## config.mk

```make
export PLATFORM = sky130hd
export DESIGN_NAME = pmic_status_control_regs
export DESIGN_NICKNAME = d
export VERILOG_FILES = /design/src/core/pmic_regs_pkg.sv /design/src/core/pin_sync.sv /design/src/core/pmic_status_control_regs.sv
export SDC_FILE = /design/constraint.sdc
export NUM_CORES = 1
export LEC_CHECK = 0
export BUFFER_PORTS_ARGS = -buffer_cell sky130_fd_sc_hd__buf_2
export CAP_MARGIN = 10
export CORE_UTILIZATION = 47
export CTS_BUF_LIST = sky130_fd_sc_hd__clkbuf_8
export DETAILED_ROUTE_END_ITERATION = 10
export GPL_TIMING_DRIVEN = 0
export PLACE_DENSITY = 0.81
export SYNTH_ARGS = -nofsm -noshare
export SYNTH_HDL_FRONTEND = slang
export SYNTH_SLANG_ARGS = --single-unit
```

## constraint.sdc

```tcl
create_clock -name CLK_SYS_I -period 2.5 [get_ports CLK_SYS_I]
set_clock_uncertainty 0.15 [all_clocks]
set_input_delay 0.5 -clock CLK_SYS_I [delete_from_list [all_inputs] [get_ports CLK_SYS_I]]
set_output_delay 0.5 -clock CLK_SYS_I [all_outputs]
set_load 0.005 [all_outputs]
```

## src/core/pmic_regs_pkg.sv

```systemverilog
/*
	Constants for the power-management status and control register slice:
	register subaddresses, field positions, reset values and state codes.
	Assumes an 8-bit register space reached by subaddress from the serial link.
*/
`default_nettype none

package pmic_regs_pkg;

	// Register width and subaddresses
	localparam int unsigned REG_W = 8;
	localparam logic [7:0] ADDR_PIN_AND_STATE_STATUS = 8'h05;
	localparam logic [7:0] ADDR_CONTROL_BITS = 8'h06;
	localparam logic [7:0] ADDR_SUSPEND_RETENTION_FLAGS = 8'h07;

	// Reset values
	localparam logic [7:0] RST_CONTROL_BITS = 8'h00;
	localparam logic [7:0] RST_SUSPEND_RETENTION_FLAGS = 8'h00;
	localparam logic [7:0] RST_READ_DATA = 8'h00;

	// Status field positions
	localparam int unsigned POS_ADAPTER_PRESENT_STATUS = 5;
	localparam int unsigned POS_BUTTON_PRESSED_STATUS = 4;
	localparam int unsigned POS_STATE_LO = 2;
	localparam int unsigned POS_CELL_LEVEL_LO = 0;

	// Control field positions
	localparam int unsigned POS_POWER_FAIL_SHUTDOWN_ENABLE = 1;
	localparam int unsigned POS_BACKUP_CELL_MEASURE_START = 0;

	// Power state codes as reported
	localparam logic [1:0] STATE_TRANSITIONAL = 2'h0;
	localparam logic [1:0] STATE_WAITING_FOR_POWER_ENABLE = 2'h1;
	localparam logic [1:0] STATE_ACTIVE = 2'h2;
	localparam logic [1:0] STATE_SUSPEND = 2'h3;

	// Level of an inactive active-low pin
	localparam logic PIN_IDLE_LEVEL = 1'b1;

endpackage : pmic_regs_pkg

`default_nettype wire

```

## src/core/pin_sync.sv

```systemverilog
/*
	Two-flop synchroniser for a group of asynchronous pin levels.
	Assumes the pins idle high; the output reads idle during reset.
*/
`timescale 1ns/100ps
`default_nettype none

module pin_sync #(
	parameter int unsigned WIDTH = 3
) (
	input wire logic clk_i,
	input wire logic srst_i,
	input wire logic [WIDTH-1:0] async_i,
	output logic [WIDTH-1:0] sync_o
);

	logic [WIDTH-1:0] meta;

	// Refused while elaborating, not left to a run
	if (WIDTH < 1)
	begin : g_width_check
		$error("pin_sync WIDTH must be at least 1");
	end

	// First stage feeds only the second
	always_ff @(posedge clk_i)
	begin
		if (srst_i)
		begin
			meta <= {WIDTH{pmic_regs_pkg::PIN_IDLE_LEVEL}};
			sync_o <= {WIDTH{pmic_regs_pkg::PIN_IDLE_LEVEL}};
		end
		else
		begin
			meta <= async_i;
			sync_o <= meta;
		end
	end

endmodule : pin_sync

`default_nettype wire

```

## src/core/pmic_status_control_regs.sv

```systemverilog
/*
	Status, control and suspend-retention flag registers of the power manager.
	Assumes the serial-link engine presents decoded subaddress accesses on this
	clock, and the power sequencer and coin-cell meter sit on the same clock.
*/
// Contract
// - Adapter status bit reads 1 while adapter pin is low, else 0.
// - Button status bit reads 1 while button pin is low, else 0.
// - State field bits 3-2: 0 transitional, 1 wait, 2 active, 3 suspend.
// - Coin-cell charge level sits in status bits 1-0.
// - Shutdown enable set and comparator low shuts rails off; clear ignores it.
// - Writing 1 starts cell measurement, bit self-clears; writing 0 does nothing.
// - Control at 0x06, resets 0x00, bits 7-2 read zero, bits 1-0 writable.
// - Flag register at 0x07, resets 0x00, all eight bits read-only.
// - Flags show rails kept on in suspend after suspend wake, else 0.
`timescale 1ns/100ps
`default_nettype none

module pmic_status_control_regs (
	// Clock and reset
	input wire logic CLK_SYS_I,
	input wire logic SRST_I,
	// Register access
	input wire logic [7:0] REG_ADDR_I,
	input wire logic [7:0] REG_WDATA_I,
	input wire logic REG_WR_I,
	input wire logic REG_RD_I,
	output logic [7:0] REG_RDATA_O,
	output logic REG_RVALID_O,
	// Pins, active low, asynchronous
	input wire logic ADAPTER_DETECT_INPUT_N_I,
	input wire logic PUSH_BUTTON_INPUT_N_I,
	input wire logic POWER_FAIL_OUTPUT_N_I,
	// Power sequencer
	input wire logic SEQ_WAITING_FOR_POWER_ENABLE_I,
	input wire logic SEQ_ACTIVE_I,
	input wire logic SEQ_SUSPEND_I,
	input wire logic WAKE_FROM_SUSPEND_I,
	input wire logic WAKE_FROM_OFF_I,
	input wire logic [7:0] RAIL_SUSPEND_ENABLE_I,
	output logic SHUTDOWN_REQ_O,
	// Coin-cell meter
	input wire logic CELL_MEASURE_DONE_I,
	input wire logic [1:0] CELL_LEVEL_I,
	output logic BACKUP_CELL_MEASURE_START_O
);

	logic [2:0] pins_sync;
	logic adapter_n;
	logic button_n;
	logic power_fail_n;
	logic power_fail_shutdown_enable;
	logic backup_cell_measure_start;
	logic [1:0] backup_cell_charge_level;
	logic [7:0] suspend_retention_flags;
	logic [1:0] state_code;
	logic [7:0] status_word;
	logic [7:0] control_word;
	logic [7:0] next_rdata;
	logic wr_control;

	function automatic logic [1:0] encode_state(input logic waiting, input logic active,
		input logic suspend);
		logic [1:0] code;
		code = pmic_regs_pkg::STATE_TRANSITIONAL;
		if (waiting && !active && !suspend)
			code = pmic_regs_pkg::STATE_WAITING_FOR_POWER_ENABLE;
		else if (active && !waiting && !suspend)
			code = pmic_regs_pkg::STATE_ACTIVE;
		else if (suspend && !waiting && !active)
			code = pmic_regs_pkg::STATE_SUSPEND;
		return code;
	endfunction : encode_state

	// Pins cross into the register clock before any read sees them
	pin_sync #(
		.WIDTH(3)
	) u_pin_sync (
		.clk_i(CLK_SYS_I),
		.srst_i(SRST_I),
		.async_i({ADAPTER_DETECT_INPUT_N_I, PUSH_BUTTON_INPUT_N_I, POWER_FAIL_OUTPUT_N_I}),
		.sync_o(pins_sync)
	);

	assign adapter_n = pins_sync[2];
	assign button_n = pins_sync[1];
	assign power_fail_n = pins_sync[0];
	assign wr_control = REG_WR_I && (REG_ADDR_I == pmic_regs_pkg::ADDR_CONTROL_BITS);

	// Overlapping sequencer flags count as transitional
	assign state_code = encode_state(SEQ_WAITING_FOR_POWER_ENABLE_I, SEQ_ACTIVE_I,
		SEQ_SUSPEND_I);

	always_comb
	begin
		status_word = 8'h00;
		status_word[pmic_regs_pkg::POS_ADAPTER_PRESENT_STATUS] = !adapter_n;
		status_word[pmic_regs_pkg::POS_BUTTON_PRESSED_STATUS] = !button_n;
		status_word[pmic_regs_pkg::POS_STATE_LO +: 2] = state_code;
		status_word[pmic_regs_pkg::POS_CELL_LEVEL_LO +: 2] = backup_cell_charge_level;
	end

	always_comb
	begin
		control_word = 8'h00;
		control_word[pmic_regs_pkg::POS_POWER_FAIL_SHUTDOWN_ENABLE] = power_fail_shutdown_enable;
		control_word[pmic_regs_pkg::POS_BACKUP_CELL_MEASURE_START] = backup_cell_measure_start;
	end

	// Power-fail shutdown enable, plain read/write
	always_ff @(posedge CLK_SYS_I)
	begin
		if (SRST_I)
			power_fail_shutdown_enable <=
				pmic_regs_pkg::RST_CONTROL_BITS[pmic_regs_pkg::POS_POWER_FAIL_SHUTDOWN_ENABLE];
		else if (wr_control)
			power_fail_shutdown_enable <=
				REG_WDATA_I[pmic_regs_pkg::POS_POWER_FAIL_SHUTDOWN_ENABLE];
	end

	// Measurement start: a new write of 1 wins over the meter's done
	always_ff @(posedge CLK_SYS_I)
	begin
		if (SRST_I)
			backup_cell_measure_start <=
				pmic_regs_pkg::RST_CONTROL_BITS[pmic_regs_pkg::POS_BACKUP_CELL_MEASURE_START];
		else if (wr_control && REG_WDATA_I[pmic_regs_pkg::POS_BACKUP_CELL_MEASURE_START])
			backup_cell_measure_start <= 1'b1;
		else if (CELL_MEASURE_DONE_I)
			backup_cell_measure_start <= 1'b0;
	end

	always_ff @(posedge CLK_SYS_I)
	begin
		if (SRST_I)
			BACKUP_CELL_MEASURE_START_O <= 1'b0;
		else if (wr_control && REG_WDATA_I[pmic_regs_pkg::POS_BACKUP_CELL_MEASURE_START])
			BACKUP_CELL_MEASURE_START_O <= 1'b1;
		else if (CELL_MEASURE_DONE_I)
			BACKUP_CELL_MEASURE_START_O <= 1'b0;
	end

	// Level is meaningless until the first measurement completes
	always_ff @(posedge CLK_SYS_I)
	begin
		if (SRST_I)
			backup_cell_charge_level <= 2'h0;
		else if (CELL_MEASURE_DONE_I)
			backup_cell_charge_level <= CELL_LEVEL_I;
	end

	// Registered each cycle from the enable and the pin, not held; a short dip gives a short request
	always_ff @(posedge CLK_SYS_I)
	begin
		if (SRST_I)
			SHUTDOWN_REQ_O <= 1'b0;
		else
			SHUTDOWN_REQ_O <= power_fail_shutdown_enable && !power_fail_n;
	end

	// Flags change only on wake; register writes never reach them
	always_ff @(posedge CLK_SYS_I)
	begin
		if (SRST_I)
			suspend_retention_flags <= pmic_regs_pkg::RST_SUSPEND_RETENTION_FLAGS;
		else if (WAKE_FROM_OFF_I)
			suspend_retention_flags <= 8'h00;
		else if (WAKE_FROM_SUSPEND_I)
			suspend_retention_flags <= RAIL_SUSPEND_ENABLE_I;
	end

	always_comb
	begin
		unique case (REG_ADDR_I)
			pmic_regs_pkg::ADDR_PIN_AND_STATE_STATUS: next_rdata = status_word;
			pmic_regs_pkg::ADDR_CONTROL_BITS: next_rdata = control_word;
			pmic_regs_pkg::ADDR_SUSPEND_RETENTION_FLAGS: next_rdata = suspend_retention_flags;
			default: next_rdata = 8'h00;
		endcase
	end

	always_ff @(posedge CLK_SYS_I)
	begin
		if (SRST_I)
		begin
			REG_RDATA_O <= pmic_regs_pkg::RST_READ_DATA;
			REG_RVALID_O <= 1'b0;
		end
		else
		begin
			REG_RVALID_O <= REG_RD_I;
			if (REG_RD_I)
				REG_RDATA_O <= next_rdata;
		end
	end

	a_adapter_level: assert property (@(posedge CLK_SYS_I) disable iff (SRST_I)
		REG_RD_I && REG_ADDR_I == pmic_regs_pkg::ADDR_PIN_AND_STATE_STATUS
		|=> REG_RDATA_O[5] == !$past(adapter_n))
		else $error("adapter status does not follow pin");

	a_button_level: assert property (@(posedge CLK_SYS_I) disable iff (SRST_I)
		REG_RD_I && REG_ADDR_I == pmic_regs_pkg::ADDR_PIN_AND_STATE_STATUS
		|=> REG_RDATA_O[4] == !$past(button_n))
		else $error("button status does not follow pin");

	a_state_active: assert property (@(posedge CLK_SYS_I) disable iff (SRST_I)
		REG_RD_I && REG_ADDR_I == pmic_regs_pkg::ADDR_PIN_AND_STATE_STATUS
		&& SEQ_ACTIVE_I && !SEQ_SUSPEND_I && !SEQ_WAITING_FOR_POWER_ENABLE_I
		|=> REG_RDATA_O[3:2] == 2'h2)
		else $error("active state not reported as 2");

	a_cell_level: assert property (@(posedge CLK_SYS_I) disable iff (SRST_I)
		CELL_MEASURE_DONE_I |=> backup_cell_charge_level == $past(CELL_LEVEL_I))
		else $error("charge level not captured on done");

	a_pf_shutdown: assert property (@(posedge CLK_SYS_I) disable iff (SRST_I)
		!SHUTDOWN_REQ_O ##1 (power_fail_shutdown_enable && !power_fail_n) |=> SHUTDOWN_REQ_O)
		else $error("power fail did not request shutdown");

	a_pf_ignored: assert property (@(posedge CLK_SYS_I) disable iff (SRST_I)
		!power_fail_shutdown_enable |=> !SHUTDOWN_REQ_O)
		else $error("shutdown requested while disabled");

	a_measure_cycle: assert property (@(posedge CLK_SYS_I) disable iff (SRST_I)
		wr_control && REG_WDATA_I[0] |=> BACKUP_CELL_MEASURE_START_O && backup_cell_measure_start)
		else $error("measure start bit not set by write");

	a_measure_clear: assert property (@(posedge CLK_SYS_I) disable iff (SRST_I)
		CELL_MEASURE_DONE_I && !(wr_control && REG_WDATA_I[0])
		|=> !BACKUP_CELL_MEASURE_START_O && !backup_cell_measure_start)
		else $error("measure start bit did not self-clear");

	a_measure_write0: assert property (@(posedge CLK_SYS_I) disable iff (SRST_I)
		wr_control && !REG_WDATA_I[0] && !CELL_MEASURE_DONE_I
		|=> backup_cell_measure_start == $past(backup_cell_measure_start))
		else $error("writing zero changed measure start");

	a_ctrl_reserved: assert property (@(posedge CLK_SYS_I) disable iff (SRST_I)
		REG_RD_I && REG_ADDR_I == pmic_regs_pkg::ADDR_CONTROL_BITS |=> REG_RDATA_O[7:2] == 6'h00)
		else $error("control reserved bits not zero");

	a_flag_readonly: assert property (@(posedge CLK_SYS_I) disable iff (SRST_I)
		!WAKE_FROM_OFF_I && !WAKE_FROM_SUSPEND_I |=> $stable(suspend_retention_flags))
		else $error("flags changed without wake");

	a_flag_wake: assert property (@(posedge CLK_SYS_I) disable iff (SRST_I)
		WAKE_FROM_SUSPEND_I && !WAKE_FROM_OFF_I
		|=> suspend_retention_flags == $past(RAIL_SUSPEND_ENABLE_I))
		else $error("flags do not match suspend enables");

	a_flag_off: assert property (@(posedge CLK_SYS_I) disable iff (SRST_I)
		WAKE_FROM_OFF_I |=> suspend_retention_flags == 8'h00)
		else $error("flags not cleared on wake from off");

endmodule : pmic_status_control_regs

`default_nettype wire

```

== After elaboration in Yosys (flattened, before gate mapping) ==
Cells that the tools add are included.
W data, S select, Z words.
Word-level totals
  input port bits: 39
  memory bits (read-only): 0
  register bits: 28
  memories: 0
  output and inout port bits: 11
  RAM bits: 0
  latch bits: 0
  logic and storage cells: 35
Operators by class
  eq/ne operators: 3
  add/sub/neg operators: 0
  muxes and demuxes: 6
  multiply operators: 0
  bitwise logic cells: 0
  magnitude comparators: 0
  reduce and logical (&&, ||, !) cells: 17
  shifts and indexed selects: 0
  div/mod/pow operators: 0
Operator list (number)
  $eq A8 B3 Y1 const B: 3
  $pmux W8 S3: 1
  $logic_and A1 B1 Y1: 9
  $logic_not A1 Y1: 6
  $mux W2: 3
  $mux W1: 2
  $reduce_bool A2 Y1: 1
  $reduce_or A2 Y1: 1

== Logic depth before layout (Yosys ltp) ==
Gate-level depths: netlist of the first run.
  word-level depth: 7
  depth in mapped cells: 4
  mapped depth without buffers: 3

== Hierarchy ==
From an unflattened synthesis of the first run, not the netlist that was laid out.
Second synthesis, totals
  cell total of the unflattened synthesis: 101
  area total of the unflattened synthesis: 1077.3 sq um
By module, submodules not included
  pmic_status_control_regs: area an instance 919.6 sq um, instances 1, seq. area each 440.4 sq um, cells an instance 89
  pin_sync: area an instance 157.7 sq um, instances 1, seq. area each 120.1 sq um, cells an instance 12

== Worst setup path after synthesis of the first run ==
Ideal clock, no wire load.
  path type: input -> register
  start: in REG_ADDR_I[5]
  end: reg REG_RDATA_O[6]
  required time: 2.290 ns
  arrival: 1.273 ns
  path buffers: 1
  path slack: 1.017 ns
  cell stages on the path: 4
  library setup time: 0.060 ns
  cells stage by stage: nor4_4 > and4_1 > buf_4 > a32o_2
Between the ends
  longest elaborated chain between the ends: 2
  elaborated cells between the ends (all ways): 4
  classes of those cells: eq/ne (3); mux (1)
Ends and longest elaborated chain
  from (decl): line pmic_status_control_regs.sv:24  | input wire logic [7:0] REG_ADDR_I,
  $eq A8 B3 Y1: line pmic_status_control_regs.sv:174  | unique case (REG_ADDR_I)
  $pmux W8 S3 (*): line pmic_status_control_regs.sv:174
  to (signal assigned): line pmic_status_control_regs.sv:186  | REG_RDATA_O <= pmic_regs_pkg::RST_READ_DATA;
  to (signal assigned): line pmic_status_control_regs.sv:193  | REG_RDATA_O <= next_rdata;
  to (decl): line pmic_status_control_regs.sv:28  | output logic [7:0] REG_RDATA_O,
Mark *: on every way between the ends. The rest lies on a longest branch, timed or not.
A chain may end at the register's enable or synchronous reset.

== Worst setup path after layout of the first run ==
Same ends and word-level chain as after synthesis.

==> results of run 1 <==
Yosys cell counts (all sizes together) (2+ instances only):
master and number:
dfxtp 28, mux2i 11, nor2 11, or2 7
nand2 6, nor2b 5, a22o 4, clkbuf 4
a221oi 2, a31oi 2, a32o 2, and4 2
mux2 2, nor3 2, nor3b 2, o21ai 2
o31ai 2, xnor2 2
placed cells by master (no fill, tap or decap), types with 3 or more instances in the layout:
cell type	instances
buf_2	42
dfxtp_1	28
mux2i_1	11
nor2_1	11
or2_2	7
nand2_1	6
nor2b_1	5
clkbuf_1	4
a22o_1	4
clkbuf_8	3
kinds of logic after synthesis:
group | count (synthesis) | synth area share
mux | 13 | 0.1241
flops | 28 | 0.5246
simple gates | 36 | 0.1897
xor+xnor | 2 | 0.01640
compound gates | 16 | 0.1206
buf+inv | 6 | 0.02459
worst max-delay path, stage by stage:
cell	delay [ns]
buf_2	0.11
nor4_4	0.32
and4_1	0.22
buf_4	0.14
a32o_2	0.16
worst paths after layout:
| kind | to | slack (ns) | depth (start not counted) |
|---|---|---|---|
| worst max-delay path | REG_RDATA_O[6] | 1.10 | 5 |
| worst min-delay path | SHUTDOWN_REQ_O | 0.24 | 1 |
| worst max register to register | REG_RDATA_O[1] | 1.32 | 3 |
| worst min register to register | SHUTDOWN_REQ_O | 0.24 | 1 |
stage by stage:
stage | hold WS [ns] | area, µm² | instances
final | 0.2436 | 1384 | 174
after global routing | 0.2485 | 1384 | 174
after detailed placement | 0.2355 | 1313 | 170
after global placement | 0.2290 | 1313 | 170
after floorplan | 0.2229 | 1069 | 101
after CTS | 0.2488 | 1384 | 174
registers in the layout (all words and copies together) (netlist names):
register	cells
BACKUP_CELL_MEASURE_START_O	1
REG_RDATA_O	8
REG_RVALID_O	1
SHUTDOWN_REQ_O	1
backup_cell_charge_level	2
power_fail_shutdown_enable	1
suspend_retention_flags	8
u_pin_sync.meta	3
u_pin_sync.sync_o	3
routing by layer:
layer / part of all wire / wire (µm) / up-vias
met5: 0 / 0 / -
met4: 0.0056 / 12 / 0
met3: 0.055 / 118 / 2
met2: 0.51 / 1085 / 38
met1: 0.43 / 921 / 415
li1: - / - / 448
area by class of cell:
cell class / instances / area [µm²] / area share
sequential: 28 / 560.5 / 0.4051
multi-input combinational: 67 / 481.7 / 0.3481
timing repair buffer: 42 / 210.2 / 0.1519
clock buffer: 3 / 41.29 / 0.02984
tap: 27 / 33.78 / 0.02441
clock inverter: 1 / 30.03 / 0.02170
buffer: 5 / 22.52 / 0.01627
inverter: 1 / 3.754 / 0.002712
where the power goes:
part	switching (mW)	internal, mW	leakage [nW]	total [mW]
clock	0.130	0.214	0.0357	0.344
combinational	0.0375	0.0398	0.376	0.0772
sequential	0.00414	0.457	0.228	0.461
total	0.172	0.711	0.640	0.883
==> qor.csv, run 1 <==
metric,value,unit
synthesis.area,1069,µm²
path_class,primary input to flop,
design.core.area,2042,µm²
ant_nets,0,
period_share,0.5585,
powerDensity,637.8,nW/µm²
synth_ff_type,dfxtp_1,
die_height,49.68,µm
cp_max_fo,6,
crit_path_start,REG_ADDR_I[5],
cp.required,2.56,ns
num_vias,903,
synth.avg_cell_area,10.58,µm²
slew_viol_final,0,
finalPower,0.8825,mW
cts_buffers,3,
die_x,49.68,µm
syn_inst,101,
ios,50,
htreeDepth,1,
synth-seq-cells,28,
cts_resized,0,
grt_overflow,0,
rsz0062_at_grt,no,
grt_pass1_vias,898,
dp_hpwl,1725,µm
use_met2,0.3604,
cp_data_arrival_time,1.46,ns
status,finished clean,
nets,187,
fill_cells,180,
antenna_found_initial,0,
hold_buffers,0,
top_usage_layer,met2,
routed_wl,2137,µm
grt_max_degree,17,
grt_first_pass_wirelength,3622,µm
leakage,0.6398,nW
setup_ws,1.104,ns
worstMarginPinSlew,0.5515,ns
hold_path.startpoint,u_pin_sync.sync_o[0],
finalCriticalPeriod,1.396,ns
first_pass_iters,4,
insertedDiodeCount,0,
synth_cell_type_count,23,
utilization,0.6777,
ys_seq_area_frac,0.5246,
max_slew_margin,0.6323,
clk_path_buf_depth,2,
areaGrowthSynthToFinish,29.51,%
synth_edf_count,0,
ys.warnings.count,0,
setup_violations,0,
clock-sinks,28,
totalNegativeSetupSlack,0,ns
hold_path.class,flop to flop,
start_kind,primary input,
drive_gt1_frac,0.4082,
dieArea,2468,µm²
met1_usage,0.2195,
max-cap-violations,0,
gp_congestion,0.7267,
vias_per_cell,5.190,
synth.area.top_cells,"dfxtp_1 52%, mux2i_1 10%, or2_2 4.1%",
post_cts_buffers,0,
reg2reg_from,suspend_retention_flags[1],
peakVddDrop,441.3,µV
final-hold-violation-count,0,
synth_top_area_share,0.5246,
gr-usage-met3,0.01852,
drcViolationCount,0,
cts_tree,yes,
synth_top_cell_by_area,dfxtp_1,
avgRoutedWirePerCell,12.28,µm
rows,16,
cts_root_buffer,clkbuf_8,
setup.worst_path.end_class,flop,
start_util,0.5233,
portBuffers,42,
clk_latency,0.26,ns
pre_cts_ws,0.8380,ns
first_iter_violations,8,
grt_usage,0.1898,
synthArstFlopShare,0,
clock.fmax,716.2,MHz
clk_pin_slew,0.09,ns
syn_nets,140,
Power figures use the tool's default switching activity.
==> inputs of run 2 (changes only) <==
--- a/config.mk
+++ b/config.mk
@@ -7,11 +7,11 @@
 export LEC_CHECK = 0
 export BUFFER_PORTS_ARGS = -buffer_cell sky130_fd_sc_hd__buf_2
 export CAP_MARGIN = 10
-export CORE_UTILIZATION = 47
+export CORE_UTILIZATION = 42
 export CTS_BUF_LIST = sky130_fd_sc_hd__clkbuf_8
 export DETAILED_ROUTE_END_ITERATION = 10
 export GPL_TIMING_DRIVEN = 0
-export PLACE_DENSITY = 0.81
+export PLACE_DENSITY = 0.76
 export SYNTH_ARGS = -nofsm -noshare
 export SYNTH_HDL_FRONTEND = slang
 export SYNTH_SLANG_ARGS = --single-unit
==> constraint.sdc (replaced) <==
create_clock -name CLK_SYS_I -period 1.2 [get_ports CLK_SYS_I]
set_clock_uncertainty 0.15 [all_clocks]
set_input_delay 0.24 -clock CLK_SYS_I [delete_from_list [all_inputs] [get_ports CLK_SYS_I]]
set_output_delay 0.24 -clock CLK_SYS_I [all_outputs]
set_load 0.005 [all_outputs]
==> qor.csv, run 2 (synthesis gave the netlist of run 1 again) <==
metric,value,unit,change
status,finished clean,,
grt_max_degree,16,,-1
die_x,52.44,µm,+5.6%
multi_input_area,494.2,µm²,+2.6%
pre_cts_ws,-0.2611,ns,-1.099 ns
finalCriticalPeriod,1.169,ns,
gp_congestion,0.7716,,+6.2%
path_buf_inv,1,,-1
use_met2,0.3376,,-0.02281
routed_wl,2241,µm,+4.9%
start_util,0.4651,,-0.05814
crit_family,flip-flops,,
first_pass_iters,2,,-2
utilization,0.6160,,-0.06168
slew_viol_final,0,,unchanged
first_iter_violations,11,,+3
grt_usage,0.1836,,-0.006130
post_cts_buffers,0,,unchanged
clk_pin_slew,0.09,ns,about the same
dieArea,2750,µm²,+11%
slowest_delay,0.38,ns,+0.06 ns
htreeDepth,1,,unchanged
top_usage_layer,met2,,
cp.required,0.81,ns,-1.75 ns
start_kind,flop,,
mostFrequentLayoutCell,buf_2,,
holdWs,0.05221,ns,-0.1914 ns
hold_path.class,primary input to flop,,
clk_path_buf_depth,2,,unchanged
period_share,0.9741,,
cp_max_fo,3,,-3
totalNegativeSetupSlack,0,ns,unchanged
max_slew_margin,0.6385,,+0.006207
leakage,0.6518,nW,+1.9%
setup_ws,0.03104,ns,-1.073 ns
final-hold-violation-count,0,,unchanged
crit_chain,buf_2,,
min_path_cells,2,,+1
clk_latency,0.26,ns,about the same
reg_top3,"REG_RDATA_O x8, suspend_retention_flags x8",,
avgRoutedWirePerCell,12.59,µm,+2.5%
die_height,52.44,µm,+5.6%
gr-usage-met3,0.03478,,+0.01626
drcViolationCount,0,,unchanged
clock-sinks,28,,unchanged
ant_nets,0,,unchanged
dp_hpwl,1736,µm,+0.64%
slowest_stage,dfxtp_1,,
areaGrowthSynthToFinish,32.44,%,
cp_data_arrival_time,0.78,ns,-0.68 ns
met1_usage,0.2068,,-0.01269
num_vias,895,,-0.89%
crit_cells,1,,-4
path_class,flop to primary output,,
setup.worst_path.end_class,primary output,,
grt_overflow,0,,unchanged
powerDensity,1195,nW/µm²,+87%
insertedDiodeCount,0,,unchanged
max-cap-violations,0,,unchanged
ff2ff_path_depth,3,,unchanged
final_cell_mix,"42 x buf_2, 28 x dfxtp_1, 11 x mux2i_1, 11 x nor2_1, 7 x or2_2",,
setup_violations,0,,unchanged
rows,17,,+1
clock.fmax,855.5,MHz,
regArea,560.5,µm²,unchanged
vias_per_cell,5.028,,-3.1%
drive_gt1_frac,0.4133,,+0.005170
cts_buffers,3,,unchanged
cts_root_buffer,clkbuf_8,,
antenna_found_initial,0,,unchanged
grt_pass1_vias,906,,+0.89%
portBuffers,42,,unchanged
design.core.area,2297,µm²,+12%
peakVddDrop,724.5,µV,+64%
nets,190,,+1.6%
grt_first_pass_wirelength,3705,µm,+2.3%
cts_tree,yes,,
worstMarginPinSlew,0.5422,ns,-0.009311 ns
fill_cells,201,,+12%
ios,50,,unchanged
==> run 2: changes by cell type in the layout (fill, tap and decap cells not counted), sizes merged <==
cell / change
bufinv: -1
dlygate4sd3: +3
clkbuf: +1
==> run 2: layout make-up <==
class,count,share of cell area
inverters,1,0.002653
plain buffers,5,0.01857
repair buffers,45,0.1698
multi-input cells,67,0.3492
flip-flops and latches,28,0.3961
clock buffers,4,0.03890
well taps,28,0.02476
==> run 2: routing by layer <==
metal / wire length (µm) / share of wire / up-vias
met3: 152 / 0.068 / 0
li1: - / - / 452
met1: 995 / 0.44 / 408
met4: 0 / 0 / 0
met5: 0 / 0 / -
met2: 1093 / 0.49 / 35
==> run 2: metrics by stage <==
step                cells  instance area, µm²  power [mW]
finish                178                1415       1.691
global route          178                1415       1.770
CTS                   178                1409       1.709
floorplan             101                1072       1.061
global placement      171                1318       1.137
detailed placement    171                1318       1.146
==> run 2: path summary, 6_finish.rpt <==
path	startpoint	endpoint	slack, ns
max reg2reg	backup_cell_charge_level[1]	REG_RDATA_O[1]	0.05
min reg2reg	u_pin_sync.sync_o[0]	SHUTDOWN_REQ_O	0.26
min	REG_WDATA_I[0]	BACKUP_CELL_MEASURE_START_O	0.05
max	BACKUP_CELL_MEASURE_START_O	BACKUP_CELL_MEASURE_START_O	0.03
==> run 2: report_power, final <==
group	internal, mW	switching, mW	leakage, nW	total (mW)
Clock	0.293	0.264	0.0288	0.557
Combinational	0.0899	0.0815	0.395	0.171
Sequential	0.952	0.00951	0.228	0.962
==> run 2: timing repair <==
action	4_1_cts	5_1_grt
endpoints found under the hold margin	3	0
gates resized for setup	1	1
hold buffers	3	0
setup endpoints to repair	1	1
gates cloned	0	0
